===== config.mk =====
export PLATFORM = sky130hd
export DESIGN_NAME = reset_cause_flags
export DESIGN_NICKNAME = d
export VERILOG_FILES = /design/src/hw/reset_cause_flags.v /design/src/hw/sync_two_flop.v
export VERILOG_INCLUDE_DIRS = /design/src /design/src/common
export SDC_FILE = /design/constraint.sdc
export NUM_CORES = 1
export LEC_CHECK = 0
export BUFFER_PORTS_ARGS = -buffer_cell sky130_fd_sc_hd__clkbuf_2
export CAP_MARGIN = 20
export CORE_ASPECT_RATIO = 1.1
export CORE_MARGIN = 5
export CORE_UTILIZATION = 25
export CTS_BUF_LIST = sky130_fd_sc_hd__clkbuf_2
export CTS_CLUSTER_SIZE = 30
export DETAILED_ROUTE_END_ITERATION = 16
export PLACE_DENSITY = 0.47
export SETUP_SLACK_MARGIN = 0.1
export SLEW_MARGIN = 30
export SYNTH_ARGS = -nofsm -noshare
export SYNTH_HDL_FRONTEND = slang
export SYNTH_HIERARCHICAL = 1
export SYNTH_SLANG_ARGS = --single-unit

===== constraint.sdc =====
create_clock -name clock -period 1.64 [get_ports clock]
set_input_delay 0 -clock clock [delete_from_list [all_inputs] [get_ports clock]]
set_output_delay 0 -clock clock [all_outputs]
set_load 0.1 [all_outputs]

===== src/common/reset_cause_defines.vh =====
// Constants for the reset-cause and sleep-regulator control block
`ifndef RESET_CAUSE_DEFINES_VH
`define RESET_CAUSE_DEFINES_VH

// Register byte addresses
`define ADDR_RESET_CAUSE_CONTROL 4'h0
`define ADDR_IRQ_STATUS 4'h4
`define ADDR_IRQ_MASK 4'h8

// Field positions in reset_cause_control
`define BIT_POWERON 0
`define BIT_BROWNOUT 1
`define BIT_IDLE 2
`define BIT_SLEEP 3
`define BIT_WDT_TIMEOUT 4
`define BIT_WDT_SOFT_EN 5
`define BIT_SOFT_RESET 6
`define BIT_PIN_RESET 7
`define BIT_CORE_REG_SLEEP 8
`define BIT_CONFIG_MISMATCH 9
`define BIT_FLASH_REG_SLEEP 11

// Implemented bits and power-on value
`define RCC_IMPL_MASK 16'h0BFF
`define RCC_RESET_VALUE 16'h0003

// Interrupt status bit positions
`define IRQ_PIN_RESET 0
`define IRQ_SOFT_RESET 1
`define IRQ_WDT_TIMEOUT 2
`define IRQ_CONFIG_MISMATCH 3
`define IRQ_WIDTH 4

// Unprogrammed watchdog configuration
`define WDT_CFG_ALWAYS_ON 2'h3

// AXI responses
`define RESP_OKAY 2'h0
`define RESP_SLVERR 2'h2

`endif


===== src/hw/reset_cause_flags.v =====
// Reset-cause flags, sleep regulator control and watchdog enable over AXI4-Lite
//
// The placing of the registers and the AXI4-Lite register port are this design's own decisions.
`timescale 1ns/1ps
`default_nettype none
`include "reset_cause_defines.vh"
module reset_cause_flags (
  input wire clock,
  input wire reset,
  // Reset-cause event levels from the reset controller (asynchronous)
  input wire pinResetEvent,
  input wire softResetEvent,
  input wire watchdogTimeoutEvent,
  input wire configMismatchEvent,
  // Power-mode status levels from the core (same clock)
  input wire sleepEntered,
  input wire idleEntered,
  // Watchdog configuration field (static strap)
  input wire [1:0] watchdogConfigEnable,
  // AXI4-Lite slave
  input wire [3:0] s_axi_awaddr,
  input wire s_axi_awvalid,
  output reg s_axi_awready,
  input wire [31:0] s_axi_wdata,
  input wire [3:0] s_axi_wstrb,
  input wire s_axi_wvalid,
  output reg s_axi_wready,
  output reg [1:0] s_axi_bresp,
  output reg s_axi_bvalid,
  input wire s_axi_bready,
  input wire [3:0] s_axi_araddr,
  input wire s_axi_arvalid,
  output reg s_axi_arready,
  output reg [31:0] s_axi_rdata,
  output reg [1:0] s_axi_rresp,
  output reg s_axi_rvalid,
  input wire s_axi_rready,
  // Block outputs
  output reg watchdogEnable,
  output reg coreRegulatorSleepActive,
  output reg flashRegulatorSleepActive,
  output reg interrupt
);

  // Merge new 16-bit data under byte strobes
  function [15:0] mergeBytes;
    input [15:0] oldVal;
    input [31:0] data;
    input [3:0] strb;
    begin
      mergeBytes = oldVal;
      if (strb[0])
        mergeBytes[7:0] = data[7:0];
      if (strb[1])
        mergeBytes[15:8] = data[15:8];
    end
  endfunction

  // Word index of a byte address; registers are one aligned word apart
  // The low two address bits are ignored, so unaligned accesses alias
  function [1:0] regIndex;
    input [3:0] addr;
    begin
      regIndex = addr[3:2];
    end
  endfunction

  wire [3:0] eventSync;
  reg [3:0] eventPrev_reg;
  wire [3:0] eventRise;

  reg [15:0] resetCause_reg;
  reg [15:0] resetCause_next;
  reg [`IRQ_WIDTH-1:0] irqStatus_reg;
  reg [`IRQ_WIDTH-1:0] irqStatus_next;
  reg [`IRQ_WIDTH-1:0] irqMask_reg;
  reg [`IRQ_WIDTH-1:0] irqMask_next;

  reg [3:0] awAddr_reg;
  reg awHeld_reg;
  reg [31:0] wData_reg;
  reg [3:0] wStrb_reg;
  reg wHeld_reg;
  wire doWrite;
  wire writeCause;
  wire writeStatus;
  wire writeMask;
  wire [15:0] causeWritten;
  reg [31:0] readData;
  reg readOk;

  // Event levels come from the reset controller's own timing
  sync_two_flop #(
    .WIDTH(4)
  ) eventSyncer (
    .clock(clock),
    .reset(reset),
    .asyncIn({configMismatchEvent, watchdogTimeoutEvent, softResetEvent, pinResetEvent}),
    .syncOut(eventSync)
  );

  // Edge detect on the synchronised levels, one pulse per event
  always @(posedge clock or posedge reset)
  begin
    if (reset)
      eventPrev_reg <= 4'h0;
    else
      eventPrev_reg <= eventSync;
  end
  assign eventRise = eventSync & ~eventPrev_reg;

  // Write address and data captured independently, in either order
  assign doWrite = awHeld_reg && wHeld_reg && !s_axi_bvalid;
  // Decode on word indices of equal width on both sides
  assign writeCause = doWrite && (regIndex(awAddr_reg) == regIndex(`ADDR_RESET_CAUSE_CONTROL));
  assign writeStatus = doWrite && (regIndex(awAddr_reg) == regIndex(`ADDR_IRQ_STATUS));
  assign writeMask = doWrite && (regIndex(awAddr_reg) == regIndex(`ADDR_IRQ_MASK));
  assign causeWritten = mergeBytes(resetCause_reg, wData_reg, wStrb_reg) & `RCC_IMPL_MASK;

  always @(posedge clock or posedge reset)
  begin
    if (reset)
    begin
      s_axi_awready <= 1'b1;
      s_axi_wready <= 1'b1;
      awHeld_reg <= 1'b0;
      wHeld_reg <= 1'b0;
      awAddr_reg <= 4'h0;
      wData_reg <= 32'h00000000;
      wStrb_reg <= 4'h0;
      s_axi_bvalid <= 1'b0;
      s_axi_bresp <= `RESP_OKAY;
    end
    else
    begin
      if (s_axi_awvalid && s_axi_awready)
      begin
        awAddr_reg <= s_axi_awaddr;
        awHeld_reg <= 1'b1;
        s_axi_awready <= 1'b0;
      end
      if (s_axi_wvalid && s_axi_wready)
      begin
        wData_reg <= s_axi_wdata;
        wStrb_reg <= s_axi_wstrb;
        wHeld_reg <= 1'b1;
        s_axi_wready <= 1'b0;
      end
      if (doWrite)
      begin
        s_axi_bvalid <= 1'b1;
        s_axi_bresp <= (writeCause || writeStatus || writeMask) ? `RESP_OKAY : `RESP_SLVERR;
        awHeld_reg <= 1'b0;
        wHeld_reg <= 1'b0;
      end
      if (s_axi_bvalid && s_axi_bready)
      begin
        s_axi_bvalid <= 1'b0;
        s_axi_awready <= 1'b1;
        s_axi_wready <= 1'b1;
      end
    end
  end

  // Next value of the control register: software write, then hardware sets
  always @*
  begin
    resetCause_next = resetCause_reg;
    if (writeCause)
      resetCause_next = causeWritten;
    // Hardware events win over a simultaneous software clear
    if (eventRise[0])
      resetCause_next[`BIT_PIN_RESET] = 1'b1;
    if (eventRise[1])
      resetCause_next[`BIT_SOFT_RESET] = 1'b1;
    if (eventRise[2])
      resetCause_next[`BIT_WDT_TIMEOUT] = 1'b1;
    if (eventRise[3])
      resetCause_next[`BIT_CONFIG_MISMATCH] = 1'b1;
    if (sleepEntered)
      resetCause_next[`BIT_SLEEP] = 1'b1;
    if (idleEntered)
      resetCause_next[`BIT_IDLE] = 1'b1;
  end

  // Interrupt status: write one to clear, set wins over clear
  always @*
  begin
    irqStatus_next = irqStatus_reg;
    if (writeStatus && wStrb_reg[0])
      irqStatus_next = irqStatus_reg & ~wData_reg[`IRQ_WIDTH-1:0];
    irqStatus_next = irqStatus_next | eventRise;
  end

  // Interrupt mask: plain read/write, low byte strobe needed
  // A write without the low strobe leaves the mask untouched
  always @*
  begin
    irqMask_next = irqMask_reg;
    if (writeMask && wStrb_reg[0])
      irqMask_next = wData_reg[`IRQ_WIDTH-1:0];
  end

  // Register state; power-on value marks brown-out and power-on
  always @(posedge clock or posedge reset)
  begin
    if (reset)
    begin
      resetCause_reg <= `RCC_RESET_VALUE;
      irqStatus_reg <= {`IRQ_WIDTH{1'b0}};
      irqMask_reg <= {`IRQ_WIDTH{1'b0}};
    end
    else
    begin
      resetCause_reg <= resetCause_next;
      irqStatus_reg <= irqStatus_next;
      irqMask_reg <= irqMask_next;
    end
  end

  // Read decode; unmapped addresses answer SLVERR with zero data
  always @*
  begin
    readData = 32'h00000000;
    readOk = 1'b1;
    case (regIndex(s_axi_araddr))
      regIndex(`ADDR_RESET_CAUSE_CONTROL): readData = {16'h0000, resetCause_reg};
      regIndex(`ADDR_IRQ_STATUS): readData = {28'h0000000, irqStatus_reg};
      regIndex(`ADDR_IRQ_MASK): readData = {28'h0000000, irqMask_reg};
      // Fourth word is unmapped
      default: readOk = 1'b0;
    endcase
  end

  // Read channel: one read at a time, answer one cycle after address
  always @(posedge clock or posedge reset)
  begin
    if (reset)
    begin
      s_axi_arready <= 1'b1;
      s_axi_rvalid <= 1'b0;
      s_axi_rdata <= 32'h00000000;
      s_axi_rresp <= `RESP_OKAY;
    end
    else
    begin
      if (s_axi_arvalid && s_axi_arready)
      begin
        s_axi_arready <= 1'b0;
        s_axi_rvalid <= 1'b1;
        s_axi_rdata <= readData;
        s_axi_rresp <= readOk ? `RESP_OKAY : `RESP_SLVERR;
      end
      else if (s_axi_rvalid && s_axi_rready)
      begin
        s_axi_rvalid <= 1'b0;
        s_axi_arready <= 1'b1;
      end
    end
  end

  // Watchdog and regulator controls registered; config strap is static
  // Outputs lag the control register by one clock, harmless for levels
  always @(posedge clock or posedge reset)
  begin
    if (reset)
    begin
      watchdogEnable <= 1'b0;
      coreRegulatorSleepActive <= 1'b0;
      flashRegulatorSleepActive <= 1'b0;
    end
    else
    begin
      // Unprogrammed field overrides the software bit
      watchdogEnable <= (watchdogConfigEnable == `WDT_CFG_ALWAYS_ON) ||
        resetCause_reg[`BIT_WDT_SOFT_EN];
      coreRegulatorSleepActive <= resetCause_reg[`BIT_CORE_REG_SLEEP];
      flashRegulatorSleepActive <= resetCause_reg[`BIT_FLASH_REG_SLEEP];
    end
  end

  // Level interrupt from unmasked sticky status bits
  // Registered so the pin never glitches during a status write
  always @(posedge clock or posedge reset)
  begin
    if (reset)
      interrupt <= 1'b0;
    else
      interrupt <= |(irqStatus_reg & irqMask_reg);
  end
endmodule // reset_cause_flags
`default_nettype wire


===== src/hw/sync_two_flop.v =====
// Two flip-flop synchroniser for a vector of levels
`timescale 1ns/1ps
`default_nettype none
module sync_two_flop #(
  parameter WIDTH = 4
) (
  input wire clock,
  input wire reset,
  input wire [WIDTH-1:0] asyncIn,
  output reg [WIDTH-1:0] syncOut
);
  reg [WIDTH-1:0] stageOne;

  // First stage feeds only the second
  always @(posedge clock or posedge reset)
  begin
    if (reset)
    begin
      stageOne <= {WIDTH{1'b0}};
      syncOut <= {WIDTH{1'b0}};
    end
    else
    begin
      stageOne <= asyncIn;
      syncOut <= stageOne;
    end
  end
endmodule // sync_two_flop
`default_nettype wire


==> impl_metrics.json, run 1 <==
{
  "finalCritPeriodShare_pct": 91.2,
  "rsz0062_at_grt": "true",
  "antenna_left": 0,
  "worstReg2RegEnd": "irqMask_reg[0]",
  "place_congestion": 0.697,
  "worst_hold_path.endpoint": "eventSyncer/stageOne[1]",
  "fin_nets": 374,
  "cts_buffers": 9,
  "die-area_mm2": 0.0137,
  "start_util_pct": 25.2,
  "drc_errors": 0,
  "routedWlPerCell_um": 12.8,
  "ys_ff_latch": 70,
  "nFillCells": 1147,
  "synth_ff_type": "dfrtp_1",
  "synth_common_cells": "dfrtp_1, buf_4, mux2_2",
  "grt_pass1_wl_mm": 10.1,
  "vias": 1894,
  "fin_ws_ns": 0.144,
  "ir_drop_mv": 1.00,
  "dieWidth_um": 112,
  "reg2reg_setup_slack_ns": 0.14,
  "cts_buffer_depth": 2,
  "io_buffers": 53,
  "hpwl_mm": 4.36,
  "clock-sinks": 70,
  "worst-r2r-cell-count": 3,
  "maxCapViolations": 0,
  "die_h_um": 122,
  "synth_area_leader_cell": "dfrtp_1",
  "period_minus_slack_ns": 1.50,
  "grt_start_max_net_pins": 48,
  "place_ws_ns": 0.0833,
  "diodes": 0,
  "power.leakage_nw": 1.77,
  "yosys.area.top_type_share_pct": 56.6,
  "drt-total-wl_mm": 6.02,
  "yosysMostFrequentCell": "dfrtp_1",
  "met3_usage_pct": 2.17,
  "vias_per_cell": 4.03,
  "required_ns": 2.03,
  "worstSkewPairLatency_ns": 0.50,
  "grt.busiest_layer": "met2",
  "htree_levels": 3,
  "synth.yosys.seq_area_share_pct": 61.2,
  "hp-start": "softResetEvent",
  "timing.rr.start": "s_axi_bvalid",
  "holdWs_ns": 0.124,
  "status": "finished, final reports clean",
  "ys_top_cells_by_area": "dfrtp_1, mux2_2, buf_4",
  "antenna_found_initial": 0,
  "hold_viol_final": 0,
  "tightest_slew_ns": 0.552,
  "grt_pass1_vias": 2052,
  "drt_pass1_iterations": 4,
  "finalSetupViolations": 0,
  "synth-edff-count": 0,
  "grt_use_met1_pct": 12.8,
  "async_reset_ff_share_pct": 100,
  "yosysWarnings": 6,
  "placed_area_mm2": 0.00327,
  "finClkSkew_ns": 0.0259,
  "drive_gt1_share_pct": 36.6,
  "rows": 41,
  "clkTransAtPathRegs_ns": 0.21,
  "crit_arrival_ns": 1.89,
  "grt-ovfl-total": 0,
  "grt_usage_pct": 9.46,
  "p_per_area_mw_per_mm2": 1890,
  "cts-root-buf": "clkbuf_2",
  "slew_headroom_pct": 63.3,
  "final_cell_area_mm2": 0.00380,
  "gr-usage-met2_pct": 14.3,
  "cts_tree": "yes",
  "report.power.total_mw": 7.18,
  "worstSetupPathType": "flip-flop to flip-flop",
  "hold_path_class": "primary input to flip-flop",
  "dr.first_iter.drc_count": 57,
  "dpl.cell_count": 420,
  "final_max_slew_viol_count": 0,
  "start_kind": "flip-flop",
  "synth_area_mm2": 0.00287,
  "end_kind": "flip-flop",
  "fmax_mhz": 669,
  "ios": 104,
  "coreArea_mm2": 0.0114,
  "synthCells": 217,
  "critical_path.max_fanout": 7,
  "synth.distinct_cells": 34,
  "post-cts-setup-buffer-count": 0,
  "final_cells": 470,
  "min_path_cells": 2,
  "syn2layout_area_growth_pct": 32.1,
  "syn_area_per_cell_um2": 13.2
}
==> placed cells by master (no fill, tap or decap), drive strengths merged, types with 2 or more instances in the layout <==
cell and instances:
a211o 5, a21o 5, a21oi 10, a22o 7
a22oi 2, and3 6, buf 8, bufinv 3
clkbuf 61, clkinv 2, clkinvlp 2, conb 23
dfrtp 65, dfstp 5, dlygate4sd3 34, inv 6
mux2 24, mux2i 6, nand2 11, nand3 2
nand4 4, nor2 8, nor2b 6, o21ai 5
or2 4
==> cell families after synthesis <==
family	count (synthesis)	share of synthesized area [%]
muxes	30	12.0
and+or+nand+nor	47	10.1
buffers and inverters	35	8.45
other	1	0.131
DFF	70	61.2
AOI/OAI and AO/OA	34	8.10
==> power breakdown <==
| group | internal [mW] | switching [mW] | total, mW |
|---|---|---|---|
| Sequential | 2.34 | 0.450 | 2.79 |
| Clock | 0.660 | 0.646 | 1.31 |
| Combinational | 0.853 | 2.23 | 3.09 |
| Total | 3.86 | 3.33 | 7.18 |
==> per-stage QoR <==
step | util [%] | setup TNS [ns]
after floorplan | - | -0.249
after global placement | 28.7 | 0
after detailed placement | 28.7 | 0
after CTS | 33.3 | 0
after global routing | 33.3 | 0
final | 33.3 | 0
==> layer usage <==
metal / up-vias / part of all wire, %
li1: 907 / -
met3: 11 / 6.6
met1: 911 / 47
met2: 65 / 44
met5: - / 0
met4: 0 / 2.0
==> worst max path at each step <==
stage                  startpoint                 to  slack, ns  depth (start not counted)
floorplan            s_axi_bvalid     irqMask_reg[0]      -0.05                          4
global placement     s_axi_bvalid  resetCause_reg[2]       0.08                          3
detailed placement   s_axi_bvalid  resetCause_reg[7]       0.08                          3
CTS                 s_axi_arready      s_axi_arready       0.09                          1
global route        s_axi_arready      s_axi_arready       0.08                          1
finish               s_axi_bvalid     irqMask_reg[0]       0.14                          3
==> critical path, cell delays in order, from the launching register on <==
cell	delay (ns)
dfrtp_2	0.50
and3b_4	0.34
and3_4	0.24
mux2_4	0.30
==> what timing repair did <==
item                                    in CTS  in global routing
endpoints found under the setup margin      11                  4
gates resized for setup                      5                  3
hold endpoints to repair                   108                  0
pin swaps                                    0                  0
hold buffers                                34                  0
==> area by class of cell <==
type	instances	area (um2)	area share, %
Sequential cell	70	1770	46.5
Multi-Input combinational cell	134	967	25.5
Timing Repair Buffer	94	684	18.0
Tap cell	150	188	4.94
Clock inverter	7	123	3.23
Clock buffer	9	45.0	1.19
Inverter	6	22.5	0.593
Note: power is estimated with default switching activity, not from simulation.
==> run 2: changes to the inputs <==
PLACE_DENSITY = 0.45   (was 0.47)
clock period = 1.9 ns   (was 1.64 ns; I/O delays follow)
==> run 2 against run 1 <==
  * Worst hold slack got worse by 0.050 ns
  * Cell count fell by 0.43%
  * Core utilization fell by 0.45 points
  * Sequential share of layout area rose by 0.44 points
  * Critical path depth did not move
  * Critical path type unchanged
  * Highest routed layer unchanged
==> impl_metrics.json, run 2 (same netlist as run 1, synthesis figures left out) <==
{
  "antenna_found_initial": 0,
  "period_minus_slack_ns": 1.60,
  "clock-sinks": 70,
  "dr.first_iter.drc_count": 71,
  "start_kind": "flip-flop",
  "grt_pass1_wl_mm": 9.76,
  "hold_viol_final": 0,
  "cts_tree": "yes",
  "hpwl_mm": 4.31,
  "fin_tns_setup_ns": 0,
  "required_ns": 2.29,
  "max_stage_delay_ns": 0.55,
  "cts_buffers": 9,
  "multi_input_area_um2": 955,
  "reg2reg_setup_slack_ns": 0.30,
  "clockPowerShare_pct": 18.0,
  "critical_path.max_fanout": 10,
  "syn2layout_area_growth_pct": 30.4,
  "ff_latch_area_mm2": 0.00176,
  "finalCritPeriodShare_pct": 84.1,
  "start_util_pct": 25.2,
  "crit_family": "simple AND/OR/NAND/NOR gates",
  "drt-total-wl_mm": 5.97,
  "p_sw_mw": 2.83,
  "p_per_area_mw_per_mm2": 1630,
  "final_max_slew_viol_count": 0,
  "grt_pass1_vias": 1915,
  "p_sw_share_pct": 46.3,
  "tightest_slew_ns": 0.552,
  "vias": 1860,
  "slowest_stage": "and4bb_1",
  "ios": 104,
  "antenna_left": 0,
  "grt-ovfl-total": 0,
  "worst-r2r-cell-count": 3,
  "finalSetupViolations": 0,
  "slew_headroom_pct": 63.3,
  "nFillCells": 1199,
  "routedWlPerCell_um": 12.8,
  "final_util_pct": 32.9,
  "diodes": 0,
  "cts_buffer_depth": 2,
  "cp_num_buf_inv": 0,
  "sequentialPowerShare_pct": 39.4,
  "final_common_cell": "dfrtp_1",
  "die_h_um": 122,
  "cts-root-buf": "clkbuf_2",
  "worstReg2RegEnd": "resetCause_reg[6]",
  "place_congestion": 0.724,
  "fin_ws_ns": 0.302,
  "end_kind": "flip-flop",
  "drc_errors": 0,
  "crit_chain": "and4bb_1 -> nand2_4 -> a211o_1",
  "drive_gt1_share_pct": 34.9,
  "dieWidth_um": 112,
  "worstSkewPairLatency_ns": 0.50,
  "p_int_mw": 3.28,
  "grt_start_max_net_pins": 63,
  "timing.rr.start": "awAddr_reg[3]",
  "rows": 41,
  "die-area_mm2": 0.0137,
  "ir_drop_mv": 0.840,
  "vias_per_cell": 3.97,
  "fmax_mhz": 626,
  "fin_nets": 372,
  "post-cts-setup-buffer-count": 0,
  "grt_usage_pct": 9.13,
  "hold_path_class": "primary input to async pin",
  "power.leakage_nw": 1.76,
  "place_ws_ns": 0.309,
  "crit_arrival_ns": 1.98,
  "maxCapViolations": 0,
  "io_buffers": 53,
  "finClkSkew_ns": 0.0231,
  "drt_pass1_iterations": 4,
  "worstSetupPathType": "flip-flop to flip-flop",
  "mostFrequentLayoutCells": "dfrtp_1, clkbuf_2, dlygate4sd3_1, conb_1, mux2_2",
  "p_comb_share_pct": 42.7,
  "rsz0062_at_grt": "false",
  "coreArea_mm2": 0.0114,
  "htree_levels": 3,
  "status": "finished, final reports clean",
  "clkTransAtPathRegs_ns": 0.19
}
## run 2: changes by cell type in the layout (fill, tap and decap cells not counted), moves of 2 or more
cell and delta:
buf_4 -5, clkbuf_2 +4, clkinv_4 -2, dfstp_2 +2
dfstp_4 -2, dlygate4sd3_1 +2
## run 2: cell type report
type | count | share of cell area (%)
flip-flops and latches | 70 | 47.0
multi-input cells | 134 | 25.5
repair buffers | 92 | 17.6
well taps | 150 | 5.01
clock inverters | 6 | 2.94
clock buffers | 10 | 1.34
inverters | 6 | 0.601
## run 2: repair_timing
action / in CTS / in global routing
gates resized for setup: 0 / 0
hold buffers: 36 / 0
endpoints found under the hold margin: 111 / 0
## run 2: worst register-to-register path: stages, from the launching register on
cell      delay, ns
dfrtp_1        0.47
and4bb_1       0.55
nand2_4        0.16
a211o_1        0.32
## run 2: how the worst max path moves through the flow
stage | from | to | slack, ns | cells past startpoint
6_report | awAddr_reg[3] | resetCause_reg[6] | 0.30 | 3
4_1_cts | s_axi_arready | s_axi_arready | 0.27 | 1
3_3_place_gp | awAddr_reg[3] | resetCause_reg[4] | 0.33 | 3
3_5_place_dp | awAddr_reg[2] | resetCause_reg[8] | 0.31 | 3
2_1_floorplan | s_axi_bvalid | irqMask_reg[0] | 0.21 | 4
5_1_grt | awAddr_reg[2] | resetCause_reg[8] | 0.20 | 3
## run 2: power groups by stage
stage	clock network [mW]	logic, mW	registers (mW)
after floorplan	0	1.00	3.58
after global placement	0	2.52	2.45
after detailed placement	0	2.54	2.46
after CTS	1.14	2.63	2.42
after global routing	1.19	2.74	2.50
final	1.10	2.61	2.41
## run 2: per-layer routing
layer / global-route usage (%) / part of all wire [%]
met1: 11.7 / 45
met2: 14.2 / 47
met3: 3.06 / 6.8
met4: 3.61 / 1.4
met5: 0 / 0
## run 2: stage by stage
stage          total power, mW  hold slack [ns]  instances  cell area, um2
2_1_floorplan             4.58           -0.184        239            2960
3_3_place_gp              4.97          -0.0435        416            3220
3_5_place_dp              5.00          -0.0457        416            3220
4_1_cts                   6.20           0.0270        468            3740
5_1_grt                   6.43           0.0525        468            3740
6_report                  6.11           0.0746        468            3740
